===== src/flash_host_defs.svh =====
// Purpose: constants for the parallel flash host controller
// Assumes: clk_sys at 25 MHz (40 ns period)
// Notes:   times in their own unit, cycle counts derived from them
`ifndef FLASH_HOST_DEFS_SVH
`define FLASH_HOST_DEFS_SVH

`define CLK_PERIOD_NS     40
// reset pulse width, least
`define T_RESET_PULSE_NS  500
// reset high before read, least
`define T_RESET_HIGH_NS   50
// reset low to ready, during an embedded algorithm, longest
`define T_READY_ALG_US    20
// reset low to ready, idle, longest
`define T_READY_IDLE_NS   500
// busy output valid after last write, longest (slowest grade)
`define T_BUSY_NS         35
// unprotect voltage setup before write, least
`define T_UNPROT_SETUP_US 4
// unprotect voltage edge time, least
`define T_UNPROT_EDGE_NS  500
// write pulse width and write pulse high (slowest grade), least
`define T_WRITE_PULSE_NS  45
`define T_WRITE_HIGH_NS   20
// read access time, slowest grade
`define T_READ_ACC_NS     90
// longest wait for a poll or for ready/busy, in cycles
`define TIMEOUT_CYC       (1 << 26)

`define CYC_UP(ns)   (((ns) + `CLK_PERIOD_NS - 1) / `CLK_PERIOD_NS)
`define CYC_DN(ns)   (((ns) / `CLK_PERIOD_NS) < 1 ? 1 : ((ns) / `CLK_PERIOD_NS))

// register offsets (byte addresses)
`define REG_CTRL     12'h000
`define REG_ADDR     12'h004
`define REG_WDATA    12'h008
`define REG_RDATA    12'h00C
`define REG_STATUS   12'h010
`define REG_IRQ_STAT 12'h014
`define REG_IRQ_MASK 12'h018

// control register command codes, bits [2:0]
`define CMD_READ     3'h1
`define CMD_WRITE    3'h2
`define CMD_RESET    3'h3
`define CMD_POLL     3'h4
`define CMD_PROGRAM  3'h5
`define CMD_ERASE    3'h6
// control bit 8: use chip enable (1) or output enable (0) as poll strobe
`define CTRL_POLL_CE_BIT 8
// control bit 9: raise unprotect high voltage before writes
`define CTRL_UNPROT_BIT  9

// irq status bits
`define IRQ_DONE_BIT    0
`define IRQ_TIMEOUT_BIT 1
`define IRQ_SUSP_BIT    2

// command unlock sequence
`define UNLOCK_ADDR1  20'h00555
`define UNLOCK_ADDR2  20'h002AA
`define UNLOCK_DATA1  16'h00AA
`define UNLOCK_DATA2  16'h0055
`define PROG_CODE     16'h00A0
`define ERASE_CODE1   16'h0080
`define ERASE_CODE2   16'h0030

// toggle bit positions on the data bus
`define ALG_TOGGLE_POS  6
`define SUSP_TOGGLE_POS 2
`endif


===== src/flash_host_pkg.sv =====
// Purpose: types for the parallel flash host controller
// Assumes: nothing beyond the defs header
// Notes:   pin group travels as one struct
package flash_host_pkg;
   typedef struct packed {
      logic        chip_en_n;
      logic        out_en_n;
      logic        write_en_n;
      logic        reset_n;
      logic        unprotect_high_voltage;
      logic [19:0] addr;
   } flash_ctl_t;

   typedef enum logic [3:0] {
      ST_IDLE   = 4'b0000,
      ST_RD     = 4'b0001,
      ST_WR_LO  = 4'b0010,
      ST_WR_HI  = 4'b0011,
      ST_RST_LO = 4'b0100,
      ST_RST_HI = 4'b0101,
      ST_POLL   = 4'b0110,
      ST_POLL_H = 4'b0111,
      ST_UNPROT = 4'b1000,
      ST_BUSYW  = 4'b1001,
      ST_WAITRB = 4'b1010
   } host_state_t;
endpackage : flash_host_pkg


===== src/flash_host.sv =====
// Contract
// - the host holds reset high at least 50 ns before starting a read.
// - the host may start its next cycle as soon as ready/busy returns to ready.
// - each status read toggles the bits and the host may strobe it with chip or output enable.
// - the host raises the unprotect voltage at least 4 us before a write, with a 500 ns edge.
// - the host issues program as four write cycles, the last carrying address and data.
//
// Purpose: APB-controlled host that drives an asynchronous parallel flash
// Assumes: flash pins sampled through two flip-flops; 25 MHz clk_sys
// Notes:   data bus is a two-way pin: out, in, active-low output enable
`timescale 1ns/100ps
`include "flash_host_defs.svh"

module flash_host #(
   parameter int unsigned READY_ALG_CYC  = (`T_READY_ALG_US * 1000) / `CLK_PERIOD_NS,
   parameter int unsigned UNPROT_CYC     = `CYC_UP(`T_UNPROT_SETUP_US * 1000
                                                   + `T_UNPROT_EDGE_NS),
   parameter int unsigned BUSY_WAIT_CYC  = 8
) (
   input  wire logic                      clk_sys,
   input  wire logic                      reset,
   input  wire logic                      psel,
   input  wire logic                      penable,
   input  wire logic                      pwrite,
   input  wire logic [11:0]               paddr,
   input  wire logic [31:0]               pwdata,
   output logic      [31:0]               prdata,
   output logic                           pready,
   output logic                           pslverr,
   output logic                           irq,
   output flash_host_pkg::flash_ctl_t     flash_ctl,
   output logic      [15:0]               flash_dq_out,
   output logic                           flash_dq_oe_n,
   input  wire logic [15:0]               flash_dq_in,
   input  wire logic                      ready_busy_n
);
   import flash_host_pkg::*;

   // read waits access time plus the two synchroniser stages
   localparam int unsigned RD_CYC   = `CYC_UP(`T_READ_ACC_NS) + 2;
   // one extra count for the cycle in which write enable is launched
   localparam int unsigned WP_CYC   = `CYC_UP(`T_WRITE_PULSE_NS) + 1;
   localparam int unsigned WH_CYC   = `CYC_UP(`T_WRITE_HIGH_NS);
   localparam int unsigned RP_CYC   = `CYC_UP(`T_RESET_PULSE_NS);
   localparam int unsigned RH_CYC   = `CYC_UP(`T_RESET_HIGH_NS);
   localparam int unsigned TOUT_CYC = `TIMEOUT_CYC;

   // ******************************************************
   // pin synchronisers
   // ******************************************************
   logic [15:0] dq_s1_q, dq_s2_q;
   logic        rb_s1_q, rb_s2_q;
   always_ff @(posedge clk_sys) begin
      dq_s1_q <= flash_dq_in;
      dq_s2_q <= dq_s1_q;
      rb_s1_q <= ready_busy_n;
      rb_s2_q <= rb_s1_q;
   end

   // ******************************************************
   // sequencer
   // ******************************************************
   host_state_t st_q, st_d;
   flash_ctl_t  ctl_q, ctl_d;
   logic [15:0] dout_q, dout_d, rdata_q, rdata_d, wdata_q, prev_q, prev_d;
   logic        doe_n_q, doe_n_d;
   logic [19:0] addr_q;
   logic [31:0] cnt_q, cnt_d;
   logic [2:0]  step_q, step_d;
   logic [2:0]  cmd_q, cmd_d;
   logic [9:0]  ctrl_q;
   logic        busy_q, busy_d, start;
   logic [2:0]  ev_d;
   logic [2:0]  irq_stat_q, irq_stat_d, irq_mask_q;
   logic        first_q, first_d, alg_q, alg_d;

   // four-cycle program, six-cycle erase
   function automatic logic [35:0] seq_word(input logic [2:0] c, input logic [2:0] s,
                                           input logic [19:0] a, input logic [15:0] d);
      logic [35:0] r;
      r = {`UNLOCK_ADDR1, `UNLOCK_DATA1};
      unique case (s)
         3'h1:    r = {`UNLOCK_ADDR2, `UNLOCK_DATA2};
         3'h2:    r = {`UNLOCK_ADDR1, (c == `CMD_ERASE) ? `ERASE_CODE1 : `PROG_CODE};
         3'h3:    r = (c == `CMD_ERASE) ? {`UNLOCK_ADDR1, `UNLOCK_DATA1} : {a, d};
         3'h4:    r = {`UNLOCK_ADDR2, `UNLOCK_DATA2};
         3'h5:    r = {a, `ERASE_CODE2};
         default: r = {`UNLOCK_ADDR1, `UNLOCK_DATA1};
      endcase
      return r;
   endfunction : seq_word

   wire  [2:0]  last_step = (cmd_q == `CMD_ERASE) ? 3'h5 : 3'h3;
   wire         multi     = (cmd_q == `CMD_PROGRAM) || (cmd_q == `CMD_ERASE);
   wire  [35:0] sw        = seq_word(cmd_q, step_q, addr_q, wdata_q);
   wire  [15:0] poll_diff = dq_s2_q ^ prev_q;
   wire  [15:0] susp_mask = 16'h1 << `SUSP_TOGGLE_POS;

   always_comb begin
      st_d    = st_q;
      ctl_d   = ctl_q;
      dout_d  = dout_q;
      doe_n_d = doe_n_q;
      rdata_d = rdata_q;
      prev_d  = prev_q;
      cnt_d   = (cnt_q == 32'h0) ? 32'h0 : cnt_q - 32'h1;
      step_d  = step_q;
      cmd_d   = cmd_q;
      busy_d  = busy_q;
      first_d = first_q;
      alg_d   = alg_q;
      ev_d    = 3'h0;
      unique case (st_q)
         ST_IDLE: begin
            if (start) begin
               cmd_d  = pwdata[2:0];
               busy_d = 1'b1;
               step_d = 3'h0;
               ctl_d.addr = addr_q;
               unique case (pwdata[2:0])
                  `CMD_READ: begin
                     ctl_d.chip_en_n = 1'b0;
                     ctl_d.out_en_n  = 1'b0;
                     cnt_d = 32'(RD_CYC);
                     st_d  = ST_RD;
                  end
                  `CMD_RESET: begin
                     ctl_d.reset_n = 1'b0;
                     // a busy flash means an algorithm is running
                     alg_d = alg_q || !rb_s2_q;
                     cnt_d = 32'(RP_CYC);
                     st_d  = ST_RST_LO;
                  end
                  `CMD_POLL: begin
                     first_d = 1'b1;
                     st_d    = ST_POLL_H;
                     cnt_d   = 32'(TOUT_CYC);
                  end
                  default: begin
                     if (pwdata[`CTRL_UNPROT_BIT] && !ctl_q.unprotect_high_voltage) begin
                        ctl_d.unprotect_high_voltage = 1'b1;
                        cnt_d = 32'(UNPROT_CYC);
                        st_d  = ST_UNPROT;
                     end else begin
                        st_d  = ST_WR_LO;
                        cnt_d = 32'(WP_CYC);
                     end
                  end
               endcase
            end
         end
         ST_UNPROT: if (cnt_q == 32'h1) begin
            st_d  = ST_WR_LO;
            cnt_d = 32'(WP_CYC);
         end
         ST_RD: if (cnt_q == 32'h1) begin
            rdata_d = dq_s2_q;
            ctl_d.chip_en_n = 1'b1;
            ctl_d.out_en_n  = 1'b1;
            busy_d = 1'b0;
            ev_d[`IRQ_DONE_BIT] = 1'b1;
            st_d = ST_IDLE;
         end
         ST_WR_LO: begin
            ctl_d.addr       = multi ? sw[35:16] : addr_q;
            dout_d           = multi ? sw[15:0] : wdata_q;
            doe_n_d          = 1'b0;
            ctl_d.chip_en_n  = 1'b0;
            ctl_d.write_en_n = 1'b0;
            if (cnt_q == 32'h1) begin
               ctl_d.write_en_n = 1'b1;
               ctl_d.chip_en_n  = 1'b1;
               cnt_d = 32'(WH_CYC);
               st_d  = ST_WR_HI;
            end
         end
         ST_WR_HI: if (cnt_q == 32'h1) begin
            doe_n_d = 1'b1;
            if (multi && step_q != last_step) begin
               step_d = step_q + 3'h1;
               cnt_d  = 32'(WP_CYC);
               st_d   = ST_WR_LO;
            end else if (multi) begin
               // allow time for busy to assert
               cnt_d = 32'(BUSY_WAIT_CYC);
               st_d  = ST_BUSYW;
            end else begin
               busy_d = 1'b0;
               ev_d[`IRQ_DONE_BIT] = 1'b1;
               st_d = ST_IDLE;
            end
         end
         ST_BUSYW: if (cnt_q == 32'h1) begin
            cnt_d = 32'(TOUT_CYC);
            st_d  = ST_WAITRB;
         end
         // hold off until ready again; finish with no extra gap
         ST_WAITRB: begin
            if (rb_s2_q) begin
               ctl_d.unprotect_high_voltage = 1'b0;
               busy_d = 1'b0;
               ev_d[`IRQ_DONE_BIT] = 1'b1;
               st_d = ST_IDLE;
            end else if (cnt_q == 32'h1) begin
               busy_d = 1'b0;
               ev_d[`IRQ_TIMEOUT_BIT] = 1'b1;
               st_d = ST_IDLE;
            end
         end
         ST_RST_LO: if (cnt_q == 32'h1) begin
            ctl_d.reset_n = 1'b1;
            cnt_d = alg_q ? READY_ALG_CYC : 32'(`CYC_UP(`T_READY_IDLE_NS));
            st_d  = ST_RST_HI;
         end
         ST_RST_HI: if (cnt_q <= 32'(RH_CYC) && cnt_q <= 32'h1) begin
            alg_d  = 1'b0;
            busy_d = 1'b0;
            ev_d[`IRQ_DONE_BIT] = 1'b1;
            st_d = ST_IDLE;
         end
         ST_POLL_H: begin
            ctl_d.chip_en_n = 1'b0;
            ctl_d.out_en_n  = 1'b0;
            ctl_d.addr     = addr_q;
            step_d = 3'(RD_CYC);
            st_d   = ST_POLL;
         end
         ST_POLL: begin
            step_d = step_q - 3'h1;
            if (step_q == 3'h1) begin
               if (ctrl_q[`CTRL_POLL_CE_BIT]) ctl_d.chip_en_n = 1'b1;
               else ctl_d.out_en_n = 1'b1;
               prev_d  = dq_s2_q;
               rdata_d = dq_s2_q;
               first_d = 1'b0;
               // algorithm toggle at any address; settled when only suspend bit moves
               if (!first_q && (poll_diff & ~susp_mask) == 16'h0) begin
                  // suspend toggle marks a suspended sector
                  ev_d[`IRQ_SUSP_BIT] = poll_diff[`SUSP_TOGGLE_POS];
                  ctl_d.chip_en_n = 1'b1;
                  ctl_d.out_en_n  = 1'b1;
                  busy_d = 1'b0;
                  ev_d[`IRQ_DONE_BIT] = 1'b1;
                  st_d = ST_IDLE;
               end else if (cnt_q == 32'h1) begin
                  busy_d = 1'b0;
                  ev_d[`IRQ_TIMEOUT_BIT] = 1'b1;
                  st_d = ST_IDLE;
               end else begin
                  st_d = ST_POLL_H;
               end
            end
         end
         default: st_d = ST_IDLE;
      endcase
      // a program or erase that starts marks an algorithm in flight
      if (st_q == ST_BUSYW) alg_d = 1'b1;
      if (st_q == ST_WAITRB && st_d == ST_IDLE) alg_d = !rb_s2_q;
   end

   // ******************************************************
   // apb slave and registers
   // ******************************************************
   wire wr_en = psel && penable && pwrite;
   assign start = wr_en && (paddr == `REG_CTRL) && !busy_q && (pwdata[2:0] != 3'h0);

   always_comb begin
      irq_stat_d = irq_stat_q | ev_d;
      if (wr_en && paddr == `REG_IRQ_STAT) irq_stat_d = (irq_stat_q & ~pwdata[2:0]) | ev_d;
   end

   logic [31:0] prdata_d;
   always_comb begin
      unique case (paddr)
         `REG_CTRL:     prdata_d = {22'h0, ctrl_q};
         `REG_ADDR:     prdata_d = {12'h0, addr_q};
         `REG_WDATA:    prdata_d = {16'h0, wdata_q};
         `REG_RDATA:    prdata_d = {16'h0, rdata_q};
         `REG_STATUS:   prdata_d = {27'h0, alg_q, rb_s2_q, st_q == ST_IDLE, busy_q, 1'b0};
         `REG_IRQ_STAT: prdata_d = {29'h0, irq_stat_q};
         `REG_IRQ_MASK: prdata_d = {29'h0, irq_mask_q};
         default:       prdata_d = 32'h0;
      endcase
   end

   always_ff @(posedge clk_sys) begin
      if (reset) begin
         st_q       <= ST_IDLE;
         ctl_q      <= '{1'b1, 1'b1, 1'b1, 1'b1, 1'b0, 20'h0};
         dout_q     <= 16'h0;
         doe_n_q    <= 1'b1;
         rdata_q    <= 16'h0;
         prev_q     <= 16'h0;
         cnt_q      <= 32'h0;
         step_q     <= 3'h0;
         cmd_q      <= 3'h0;
         busy_q     <= 1'b0;
         first_q    <= 1'b0;
         alg_q      <= 1'b0;
         irq_stat_q <= 3'h0;
         irq_mask_q <= 3'h0;
         ctrl_q     <= 10'h0;
         addr_q     <= 20'h0;
         wdata_q    <= 16'h0;
         prdata     <= 32'h0;
         pready     <= 1'b0;
         irq        <= 1'b0;
      end else begin
         st_q       <= st_d;
         ctl_q      <= ctl_d;
         dout_q     <= dout_d;
         doe_n_q    <= doe_n_d;
         rdata_q    <= rdata_d;
         prev_q     <= prev_d;
         cnt_q      <= cnt_d;
         step_q     <= step_d;
         cmd_q      <= cmd_d;
         busy_q     <= busy_d;
         first_q    <= first_d;
         alg_q      <= alg_d;
         irq_stat_q <= irq_stat_d;
         if (wr_en && paddr == `REG_IRQ_MASK) irq_mask_q <= pwdata[2:0];
         if (start) ctrl_q <= pwdata[9:0];
         if (wr_en && paddr == `REG_ADDR && !busy_q) addr_q <= pwdata[19:0];
         if (wr_en && paddr == `REG_WDATA && !busy_q) wdata_q <= pwdata[15:0];
         prdata     <= prdata_d;
         pready     <= psel && !penable;
         irq        <= |(irq_stat_d & irq_mask_q);
      end
   end

   assign flash_ctl     = ctl_q;
   assign flash_dq_out  = dout_q;
   assign flash_dq_oe_n = doe_n_q;
   assign pslverr       = 1'b0;
endmodule : flash_host


===== config.mk =====
export PLATFORM = sky130hd
export DESIGN_NAME = flash_host
export DESIGN_NICKNAME = d
export VERILOG_FILES = /design/src/flash_host_pkg.sv /design/src/flash_host.sv
export VERILOG_INCLUDE_DIRS = /design/src
export SDC_FILE = /design/constraint.sdc
export NUM_CORES = 1
export LEC_CHECK = 0
export ABC_AREA = 1
export BUFFER_PORTS_ARGS = -buffer_cell sky130_fd_sc_hd__buf_2
export CORE_AREA = 2 2 117 204
export CTS_CLUSTER_SIZE = 20
export DETAILED_ROUTE_END_ITERATION = 12
export DIE_AREA = 0 0 119 206
export SYNTH_ARGS = -nofsm -noshare
export SYNTH_HDL_FRONTEND = slang
export SYNTH_SLANG_ARGS = --single-unit

===== constraint.sdc =====
create_clock -name clk_sys -period 2.43 [get_ports clk_sys]
set_input_delay 0.1215 -clock clk_sys [delete_from_list [all_inputs] [get_ports clk_sys]]
set_output_delay 0.1215 -clock clk_sys [all_outputs]
set_load 0.01 [all_outputs]

== Yosys cells after proc, flatten, opt, wreduce, memory -nomap -nowiden ==
Index checks and enable logic that the tools add are counted.

* Flip-flop bits (word level): 239
* Input port bits: 66
* Output and inout bits: 77
* Logic and storage cells: 242

* Reductions and logical operators: 57
* Bitwise gates (word level): 6
* Equal/unequal tests: 48
* Mux-type cells: 97
* $lt $le $gt $ge: 2
* Add/sub/neg operators: 3

{| class="wikitable"
|+ Operators with widths
! operator !! number
|-
| two-way mux 32 bit || 9
|-
| case mux 32 bit (6 select lines) || 1
|-
| case mux 36 bit (4 select lines) || 1
|-
| case mux 20 bit (7 select lines) || 1
|-
| case mux 27 bit (3 select lines) || 1
|-
| case mux 20 bit (3 select lines) || 1
|-
| two-way mux 4 bit || 14
|-
| two-way mux 16 bit || 3
|-
| case mux 4 bit (11 select lines) || 1
|-
| == test 12 x 5 -> 1 bit, second input constant || 3
|-
| two-way mux 36 bit || 1
|-
| two-way mux 1 bit || 34
|-
| == test 32 x 1 -> 1 bit, second input constant || 1
|-
| less-or-equal comparator 32 x 1 -> 1 bit, second input constant || 1
|-
| less-or-equal comparator 32 x 2 -> 1 bit, second input constant || 1
|-
| logical NOT 32 bit || 1
|-
| case mux 16 bit (2 select lines) || 1
|-
| subtractor 32 x 1 -> 32 bit, second input constant || 1
|-
| == test 12 x 4 -> 1 bit, second input constant || 2
|-
| != test 2 bit, second input constant || 12
|-
| two-way mux 22 bit || 1
|-
| two-way mux 3 bit || 7
|-
| two-way mux 20 bit || 1
|-
| logical AND 1 bit || 17
|-
| 47 further kinds || 97
|}

== Depth between registers and ports, before layout ==
Gate-level depths: netlist of the first run.

* Word-level depth: 11
* Depth in mapped cells: 14
* Gate-level depth less buffers: 13

== Worst setup path before layout of the first run ==
Ideal clock, no wire load.

* Kind: register to register
* From: register cnt_q[0]
* To: register cnt_q[28]
* Required time: 2.374 ns
* Setup time: 0.056 ns
* Slack: 0.679 ns
* Cell stages (with the launch flop): 12
* Arrival: 1.695 ns
* Period minus slack after synthesis: 1.751 ns
* Buffers on the path: 0
* Path through: dfxtp_1 -> inv_1 -> ha_1 -> nand2_1 -> nor2_2 -> inv_2 -> nor2_1 -> nand3_1 -> nor3_2 -> xor2_1 -> nand3_1 -> inv_1

* Word-level cells in the longest chain between the ends: 6
* Elaborated cells between the ends (all ways): 13
* Classes of those cells: add/sub (1); eq/ne (1); mux (10); reduce/logical (1)

{| class="wikitable"
|+ RTL lines
! item !! line !! RTL
|-
| start: declaration || flash_host.sv:68 || <nowiki>logic [31:0] cnt_q, cnt_d;</nowiki>
|-
| start signal: assignment || flash_host.sv:315 || <nowiki>cnt_q <= cnt_d;</nowiki>
|-
| subtractor 32 x 1 -> 32 bit / logical NOT 32 bit (equally long branches) || flash_host.sv:106 || <nowiki>cnt_d = (cnt_q == 32'h0) ? 32'h0 : cnt_q - 32'h1;</nowiki>
|-
| two-way mux 32 bit || flash_host.sv:106 ||
|-
| two-way mux 32 bit || flash_host.sv:183 || <nowiki>end else if (multi) begin</nowiki>
|-
| two-way mux 32 bit || flash_host.sv:179 || <nowiki>if (multi && step_q != last_step) begin</nowiki>
|-
| two-way mux 32 bit || flash_host.sv:177 || <nowiki>ST_WR_HI: if (cnt_q == 32'h1) begin</nowiki>
|-
| case mux 32 bit (6 select lines) (*) || flash_host.sv:113 || <nowiki>unique case (st_q)</nowiki>
|}

Mark *: on every way between the ends. The rest lies on a longest branch, timed or not.
A chain may end at the register's enable or synchronous reset.

== Final worst setup path of the first run ==
* From: register cnt_q[24]
* To: register cnt_q[5]

* Word-level cells in the longest chain between the ends: 6
* Elaborated cells between the ends (all ways): 12
* Classes of those cells: eq/ne (1); mux (10); reduce/logical (1)

{| class="wikitable"
|+ RTL lines
! item !! line
|-
| logical NOT 32 bit || flash_host.sv:106
|-
| two-way mux 32 bit || flash_host.sv:106
|-
| two-way mux 32 bit || flash_host.sv:183
|-
| two-way mux 32 bit || flash_host.sv:179
|-
| two-way mux 32 bit || flash_host.sv:177
|-
| case mux 32 bit (6 select lines) (*) || flash_host.sv:113
|}

Marked as above.

==> metrics, run 1 <==
outcome=finished clean; P&R area growth vs syn=21.9%; final hold viol count=0; setup bufs post-CTS=0; Crit. End Element=flip-flop; DR iter-0 viols=509; combinational power share=28.0%; slew margin rel.=57.8%; Required @ worst endpoint=about 2800 ps; initial core utilization=43.8%; Fmax=0.463 GHz; CP Data Arrival Time=2550 ps; Slew @ Worst Pin=628 ps; IO Pins=143; Via Count=just under 10000; Seq/Total Area, Yosys=45.0%; Avg Inst Size Synth=7.25 um^2; placed cells=1803; Power Density=914 nW/um^2; Synth area leaders=dfxtp_1, nand2_1, nor2_1; DP HPWL=23600 um; leakage power=5.43 nW; First-pass DRT Iterations=5; drt total wl=31000 um; P_int=7.44 mW; Residual DRC=0; Worst Setup SP=cnt_q[24]; min-delay src=reset; CTS tree=done; RR Startpoint=cnt_q[24]; fill count=2301; maximum vdd ir drop=653 uV; CTS buffer count=23; Met3 Wirelength=1120 um; Sequential Area=4540 um^2; Reg power frac=38.3%; gr usage total=24.9%; Ys Warns=0; mapped cell area=between 10000 and 15000 um^2; Die W=119 um; antenna cells=0; Cells after Synth=1392; final cell count without fillers=1885; switch share=between 30% and 40%; Worst-path clk slew=70 ps; final setup vio count=0; RSZ-0062 raised after global routing=false; Setup crit start kind=flip-flop; Post-DRT Antenna Nets=0; met1 wire length=between 10000 and 15000 um; Synth top area share=45.0%; initial antenna violation count=0; area of the multi-input gates=4610 um^2; Avg WL per Cell=16.5 um; highest metal used=met4; HP Class=in -> reg; htree depth=1; clk sinks=approximately 230; layout cells sized above 1=15.6%; placed cell areas=11100 um^2; largest net degree at the start of global routing=70; Synth cell types=44; GP Congestion=0.959; Tcrit/Tclk final=88.8%; Final min period=2160 ps; setup_tns=0 ps; Post-synth EDFFs=0; design area=12300 um^2; R2R setup slack=270 ps; vias in the first global route=9413; Worst-Skew Late Latency=about 520 ps; vias per cell=5.13; Post-layout nets=1639; part of the power in the clock network=33.7%; max cap viols=0; FP Rows=74; sw power=3.81 mW; Final Skew=8.22 ps; critical path peak fanout=22; CTS root buffer=clkbuf_16; final count of pins violating max slew=0; first-pass GRT wire length=48100 um; Yosys reg bits=227; Chip Height=between 200 and 250 um; DIE AREA=24500 um^2; Worst Setup Path Type=reg -> reg; core area=around 23000 um^2; gr ovfl total=0; met2 wire len=~17000 um; asr flop ratio synth=0%; Synth area leader=dfxtp_1; # port buffers=117; ys flop type=dfxtp_1; Clock Path Buffers=3
## path summary, 6_finish.rpt
| check | to | cells past startpoint |
|---|---|---|
| min reg2reg | dq_s2_q[8] | 0 |
| min | busy_q | 4 |
| max | cnt_q[5] | 11 |
| max reg2reg | cnt_q[5] | 11 |
## cell usage after synthesis, types with 2 or more instances
library cell,number
buf_4,17
nor3_2,2
a31oi_1,13
o2111ai_1,2
clkbuf_1,32
nand2_1,229
ha_1,9
a211oi_1,21
inv_1,165
o22ai_1,17
nor2_1,189
nand3_1,64
a21oi_1,129
nand3b_1,2
dfxtp_1,227
nand4_1,16
o21ai_0,133
o21ai_1,7
xnor2_1,9
nor3_1,18
a22oi_1,2
o21bai_1,2
xor2_1,17
inv_2,11
buf_2,7
o211ai_1,6
nand2_2,10
buf_6,3
nor2_4,4
nor2_2,15
## repair_timing
action / 4_1_cts / 5_1_grt
hold buffers: 40 / 0
setup endpoints to repair: 0 / 4
gates resized for setup: 0 / 1
endpoints found under the hold margin: 60 / 0
## cell usage in the layout (no fill, tap or decap), types with 12 or more instances in the layout
cell type	synthesis	final
nand2_1	229	229
dfxtp_1	227	227
nor2_1	189	188
inv_1	165	164
o21ai_0	133	133
a21oi_1	129	129
buf_2	7	117
nand3_1	64	64
dlygate4sd3_1	0	40
buf_4	17	35
clkbuf_16	0	23
a211oi_1	21	21
nor3_1	18	18
o22ai_1	17	17
xor2_1	17	17
nor2_2	15	16
nand4_1	16	16
a31oi_1	13	13
conb_1	1	13
inv_2	11	12
## kinds of logic (layout without fill, tap and decap cells)
group | count (synthesis) | in the layout | synth area share (%)
and+or+nand+nor | 556 | 556 | 23.8
adders and majority gates | 9 | 9 | 1.12
DFF | 227 | 227 | 45.0
AOI/OAI and AO/OA | 336 | 336 | 18.0
other | 1 | 13 | 0.0371
buffers and inverters | 237 | 414 | 9.76
xor gates and xnor gates | 26 | 26 | 2.26
## sequential cells by signal, summed over array words and instances, names as in the netlist, 20 cells and up
name	flops
flash_ctl	25
cnt_q	32
prdata	20
addr_q	20
## worst max-delay path: stages (launching register included)
cell	delay (ps)
dfxtp_1	340
nor2_1	160
nand2_1	100
nor2_1	240
nand2_2	120
nor2_4	130
nand2_2	200
o21ai_1	240
nand4_4	130
nand2_2	100
buf_12	160
o21ai_0	100
## through the flow
| step | worst slack (ps) | total power [mW] | hold slack [ps] | util [%] |
|---|---|---|---|---|
| after floorplan | 679 | 6.61 | 149 | - |
| after global placement | 260 | 7.44 | 223 | 48.1 |
| after detailed placement | 244 | 7.46 | 225 | 48.1 |
| after CTS | 229 | 11.3 | 23.1 | 53.4 |
| after global routing | 30.4 | 11.9 | 73.7 | 53.4 |
| final | 271 | 11.3 | 48.6 | 53.4 |
## area by class of cell
class,count,share of cell area [%]
Clock inverter,15,1.57
Clock buffer,27,5.04
Timing Repair Buffer,194,10.5
Inverter,178,5.44
Tap cell,304,3.09
Sequential cell,227,36.9
Multi-Input combinational cell,940,37.5
## power groups by stage
stage                     sequential (mW)  combinational [mW]  clock, mW
after floorplan                      4.38                2.23          0
after global placement               4.38                3.06          0
after detailed placement             4.39                3.07          0
after CTS                            4.31                3.14       3.88
after global routing                 4.35                3.51       4.01
final                                4.31                3.15       3.79
## metal layers
layer / vias up / GRT usage [%]
li1: 4861 / -
met1: 4477 / 25.2
met2: 246 / 49.1
met3: 91 / 2.84
met4: 0 / 13.4
met5: - / 0
No activity file was read; power rests on OpenSTA's default activity.
==> run 2, diff against run 1 <==
--- a/config.mk
+++ b/config.mk
@@ -8,7 +8,9 @@
 export LEC_CHECK = 0
 export ABC_AREA = 1
 export BUFFER_PORTS_ARGS = -buffer_cell sky130_fd_sc_hd__buf_2
+export CAP_MARGIN = 20
 export CORE_AREA = 2 2 117 204
+export CTS_BUF_LIST = sky130_fd_sc_hd__clkbuf_8
 export CTS_CLUSTER_SIZE = 20
 export DETAILED_ROUTE_END_ITERATION = 12
 export DIE_AREA = 0 0 119 206
==> metrics, run 2 (synthesis results as in run 1) <==
initial core utilization=43.8% (unchanged); Worst Setup Path Type=reg -> reg; switch share=35.6% (+1.7 points); final hold viol count=0 (unchanged); Post-layout nets=1654 (+0.92%); part of the power in the clock network=30.3% (-3.4 points); first-pass GRT wire length=48500 um (+0.95%); sw power=3.80 mW (-0.15%); drt total wl=31100 um (about the same); antenna cells=0 (unchanged); outcome=finished clean; P&R area growth vs syn=21.1%; largest net degree at the start of global routing=70 (unchanged); core area=23100 um^2 (unchanged); RSZ-0062 raised after global routing=false; First-pass DRT Iterations=6 (+1); final setup vio count=0 (unchanged); Final Skew=46.9 ps (+38.7 ps); Biggest register=cnt_q; final count of pins violating max slew=0 (unchanged); P_int=6.88 mW (-7.5%); vias per cell=5.10 (-0.71%); crit path cell chain=nor2_1, nand2_1, nor2_1, nand3_1, nor2_2, nand2_1, nand2_1, nand2_1, buf_4, o21ai_0, a21oi_1; DR iter-0 viols=506 (-0.59%); Largest stage delay, worst path=330 ps (about the same); DP HPWL=23600 um (unchanged); HP Class=in -> reg; GP Congestion=0.959 (unchanged); most common cell after layout, fill and taps aside=nand2_1; gr ovfl total=0 (unchanged); slew margin rel.=58.0% (+0.25 points); max FFs per register=32 (unchanged); Chip Height=206 um (unchanged); gr usage total=25.2% (+0.29 points); max cap viols=0 (unchanged); layout cells sized above 1=16.1% (+0.52 points); combinational power share=29.3% (+1.3 points); Worst-Skew Late Latency=570 ps (+50 ps); CTS tree=done; delay-heaviest family, CP=simple AND/OR/NAND/NOR gates; Avg WL per Cell=16.3 um (-1.1%); Reg power frac=40.3% (+2.0 points); CTS buffer count=36 (+57%); fill count=2312 (+0.48%); Buffers & Inverters on Critical Path=1 (unchanged); Power Density=874 nW/um^2 (-4.4%); Residual DRC=0 (unchanged); CP Data Arrival Time=2520 ps (-30 ps); Via Count=9724 (+0.51%); CTS root buffer=clkbuf_8; Setup crit start kind=flip-flop; Slew @ Worst Pin=625 ps (-3.66 ps); Worst path slowest cell=dfxtp_1; Worst-path clk slew=70 ps (about the same); Final min period=2120 ps (-39.8 ps); setup bufs post-CTS=0 (unchanged); leakage power=5.45 nW (+0.30%); IO Pins=143 (unchanged); utilization after layout=53.0% (-0.35 points); commonest cells after routing, fill and taps aside=nand2_1, dfxtp_1, nor2_1; Clock Path Buffers=3 (unchanged); setup_tns=0 ps (unchanged); # port buffers=117 (unchanged); Required @ worst endpoint=2830 ps (about the same); Die W=119 um (unchanged); Fmax=0.472 GHz (+1.9%); Crit. End Element=flip-flop; htree depth=2 (+1); vias in the first global route=9458 (+0.48%); Tcrit/Tclk final=87.2% (-1.6 points); clk sinks=227 (unchanged); Post-DRT Antenna Nets=0 (unchanged); DIE AREA=24500 um^2 (unchanged); critical path peak fanout=28 (+27%); most frequent CP cell=nand2_1; initial antenna violation count=0 (unchanged); FP Rows=74 (unchanged); maximum vdd ir drop=573 uV (-12%)
==> run 2: what timing repair did <==
action / 4_1_cts / 5_1_grt
hold buffers: 42 / 0
resized for setup: 0 / 1
endpoints found under the setup margin: 0 / 5
endpoints found under the hold margin: 64 / 0
==> run 2: worst paths after layout <==
| check | start | to | slack [ps] | cells after the start |
|---|---|---|---|---|
| hold / removal | pwrite | irq_mask_q[1] | 90 | 4 |
| setup / recovery | cnt_q[24] | rdata_q[4] | 310 | 11 |
| hold reg to reg | dq_s1_q[14] | dq_s2_q[14] | 320 | 0 |
| setup reg to reg | cnt_q[24] | rdata_q[4] | 310 | 11 |
==> run 2: power by group through the flow <==
stage          sequential [mW]  clock, mW  combinational (mW)
2_1_floorplan             4.38          0                2.23
3_3_place_gp              4.38          0                3.06
3_5_place_dp              4.39          0                3.07
4_1_cts                   4.31       3.33                3.14
5_1_grt                   4.35       3.48                3.51
6_report                  4.31       3.24                3.13
==> run 2: worst reg2reg max path: stages, from the launching register on <==
cell and delay [ps]:
dfxtp_1 330, nor2_1 160, nand2_1 100, nor2_1 230, nand3_1 170, nor2_2 200
nand2_1 100, nand2_1 70, nand2_1 120, buf_4 260, o21ai_0 170, a21oi_1 60
==> run 2: final cells by class <==
class                           count  area (um^2)  share of cell area [%]
Sequential cell                   227         4540                    37.2
Timing Repair Buffer              196         1310                    10.7
Tap cell                          304          380                    3.11
Multi-Input combinational cell    940         4610                    37.7
Clock inverter                     17         78.8                   0.645
Clock buffer                       46          633                    5.18
Inverter                          178          669                    5.47
==> run 2: stage by stage <==
step | total power, mW | setup WS, ps | cell area, um^2 | hold WS (ps) | cells
2_1_floorplan | 6.61 | 679 | 10100 | 149 | 1404
3_3_place_gp | 7.44 | 260 | 11100 | 223 | 1803
3_5_place_dp | 7.46 | 244 | 11100 | 225 | 1803
4_1_cts | 10.8 | 215 | 12200 | 68.1 | 1908
5_1_grt | 11.3 | 16.7 | 12200 | 133 | 1908
6_report | 10.7 | 311 | 12200 | 92.1 | 1908
==> run 2: routing by layer <==
| metal | GRT usage [%] | part of all wire (%) |
|---|---|---|
| met5 | 0 | 0 |
| met4 | 13.7 | 4.9 |
| met3 | 3.70 | 3.8 |
| met2 | 49.1 | 55 |
| met1 | 25.4 | 36 |
==> run 3, diff against run 2 <==
==> constraint.sdc (replaced) <==
create_clock -name clk_sys -period 2.21 [get_ports clk_sys]
set_input_delay 0.1105 -clock clk_sys [delete_from_list [all_inputs] [get_ports clk_sys]]
set_output_delay 0.1105 -clock clk_sys [all_outputs]
set_load 0.01 [all_outputs]
==> metrics, run 3 (synthesis results as in run 1) <==
Die W=119 um (unchanged); CP Data Arrival Time=2580 ps (+60 ps); Crit. End Element=flip-flop; Required @ worst endpoint=2700 ps (-130 ps); critical path peak fanout=6 (-79%); P_int=7.81 mW (+13%); gr ovfl total=0 (unchanged); HP Class=in -> reg; most common cell after layout, fill and taps aside=nand2_1; area of the multi-input gates=4650 um^2 (+0.84%); crit path cell chain=inv_1, ha_1, nand2_1, nor2_4, inv_2, nor2_1, nand3_1, nor3_2, xor2_1, nand3_1, inv_1; Reg power frac=39.0% (-1.3 points); largest net degree at the start of global routing=48 (-31%); Buffers & Inverters on Critical Path=3 (+2); first-pass GRT wire length=49300 um (+1.5%); Post-DRT Antenna Nets=0 (unchanged); Power Density=974 nW/um^2 (+11%); delay-heaviest family, CP=simple AND/OR/NAND/NOR gates; CTS tree=done; Worst-path clk slew=60 ps (about the same); Clock Path Buffers=3 (unchanged); outcome=finished clean; Tcrit/Tclk final=94.7% (+7.5 points); CTS buffer count=36 (unchanged); Fmax=0.478 GHz (+1.2%); Residual DRC=0 (unchanged); setup_tns=0 ps (unchanged); core area=23100 um^2 (unchanged); vias per cell=5.14 (+0.79%); Slew @ Worst Pin=583 ps (-41.8 ps); Chip Height=206 um (unchanged); DP HPWL=24100 um (+2.5%); Worst-Skew Late Latency=570 ps (about the same); switch share=35.6% (+0.038 points); part of the power in the clock network=29.3% (-1.0 points); Via Count=9945 (+2.3%); commonest cells after routing, fill and taps aside=nand2_1, dfxtp_1, nor2_1; vias in the first global route=9623 (+1.7%); final setup vio count=0 (unchanged); GP Congestion=0.981 (+2.4%); Largest stage delay, worst path=330 ps (about the same); Worst path slowest cell=dfxtp_1; design area=12500 um^2 (+1.9%); fill count=2262 (-2.2%); First-pass DRT Iterations=7 (+1); max FFs per register=32 (unchanged); # port buffers=117 (unchanged); final count of pins violating max slew=0 (unchanged); Avg WL per Cell=16.5 um (+1.5%); Final Skew=39.9 ps (-7.00 ps); Final min period=2090 ps (-25.9 ps); drt total wl=32000 um (+3.0%); placed cell areas=11300 um^2 (+1.7%); Biggest register=cnt_q; FP Rows=74 (unchanged); max cap viols=0 (unchanged); P&R area growth vs syn=23.4%; Sequential Area=4540 um^2 (unchanged); htree depth=2 (unchanged); clk sinks=227 (unchanged); DR iter-0 viols=533 (+5.3%); final hold viol count=0 (unchanged); Post-layout nets=1682 (+1.7%); gr usage total=25.8% (+0.58 points); RSZ-0062 raised after global routing=false; maximum vdd ir drop=686 uV (+20%); leakage power=5.60 nW (+2.8%); DIE AREA=24500 um^2 (unchanged); Worst Setup Path Type=reg -> reg; sw power=4.32 mW (+14%); slew margin rel.=60.7% (+2.7 points); Setup crit start kind=flip-flop; antenna cells=0 (unchanged); layout cells sized above 1=17.6% (+1.5 points); CTS root buffer=clkbuf_8; initial core utilization=43.8% (unchanged); IO Pins=143 (unchanged); combinational power share=31.7% (+2.4 points); initial antenna violation count=0 (unchanged)
run 3: power by group through the flow:
stage                     Combinational (mW)  Clock (mW)  Sequential (mW)
after floorplan                         2.45           0             4.81
after global placement                  3.69           0             4.80
after detailed placement                3.70           0             4.81
after CTS                               3.78        3.64             4.72
after global routing                    4.25        3.81             4.77
final                                   3.85        3.55             4.73
run 3: worst reg2reg max path, stage by stage (launching register included):
cell	delay, ps
dfxtp_1	330
inv_1	170
ha_1	200
nand2_1	170
nor2_4	200
inv_2	50
nor2_1	220
nand3_1	200
nor3_2	190
xor2_1	160
nand3_1	80
inv_1	50
run 3: per-stage QoR:
stage / hold slack (ps) / power [mW] / cells / setup WS, ps / utilization (%)
finish: 37.7 / 12.1 / 1936 / 117 / 54.0
floorplan: 138 / 7.27 / 1404 / 459 / -
global placement: 213 / 8.49 / 1830 / 94.0 / 48.9
CTS: 10.2 / 12.1 / 1936 / 51.1 / 53.9
global route: 87.1 / 12.8 / 1936 / 0.684 / 54.0
detailed placement: 214 / 8.51 / 1830 / 108 / 48.9
run 3: path summary, 6_finish.rpt:
kind | endpoint | slack (ps) | start | depth (start not counted)
min | irq_mask_q[1] | 40 | psel | 4
min reg2reg | dq_s2_q[13] | 320 | dq_s1_q[13] | 0
max reg2reg | cnt_q[28] | 120 | cnt_q[1] | 11
max | cnt_q[28] | 120 | cnt_q[1] | 11
run 3: cell type report:
cell class | count | share of cell area [%]
clock buffer | 43 | 4.75
clock inverter | 20 | 0.894
inverter | 178 | 5.37
multi-input combinational | 940 | 37.3
sequential | 227 | 36.5
tap | 304 | 3.05
timing repair buffer | 224 | 12.1
run 3: metal layers:
layer  up-vias  track usage, %  wire length, um
li1       4952               -                -
met3       123            3.84             1260
met2       283            49.2            17300
met5         -               0                0
met4         0            17.2             2110
met1      4587            25.5            11400
run 3: what timing repair did:
item,CTS,global route
setup buffers,0,0
resized for setup,0,12
hold buffers,43,0
setup endpoints to repair,0,45
hold endpoints to repair,67,0
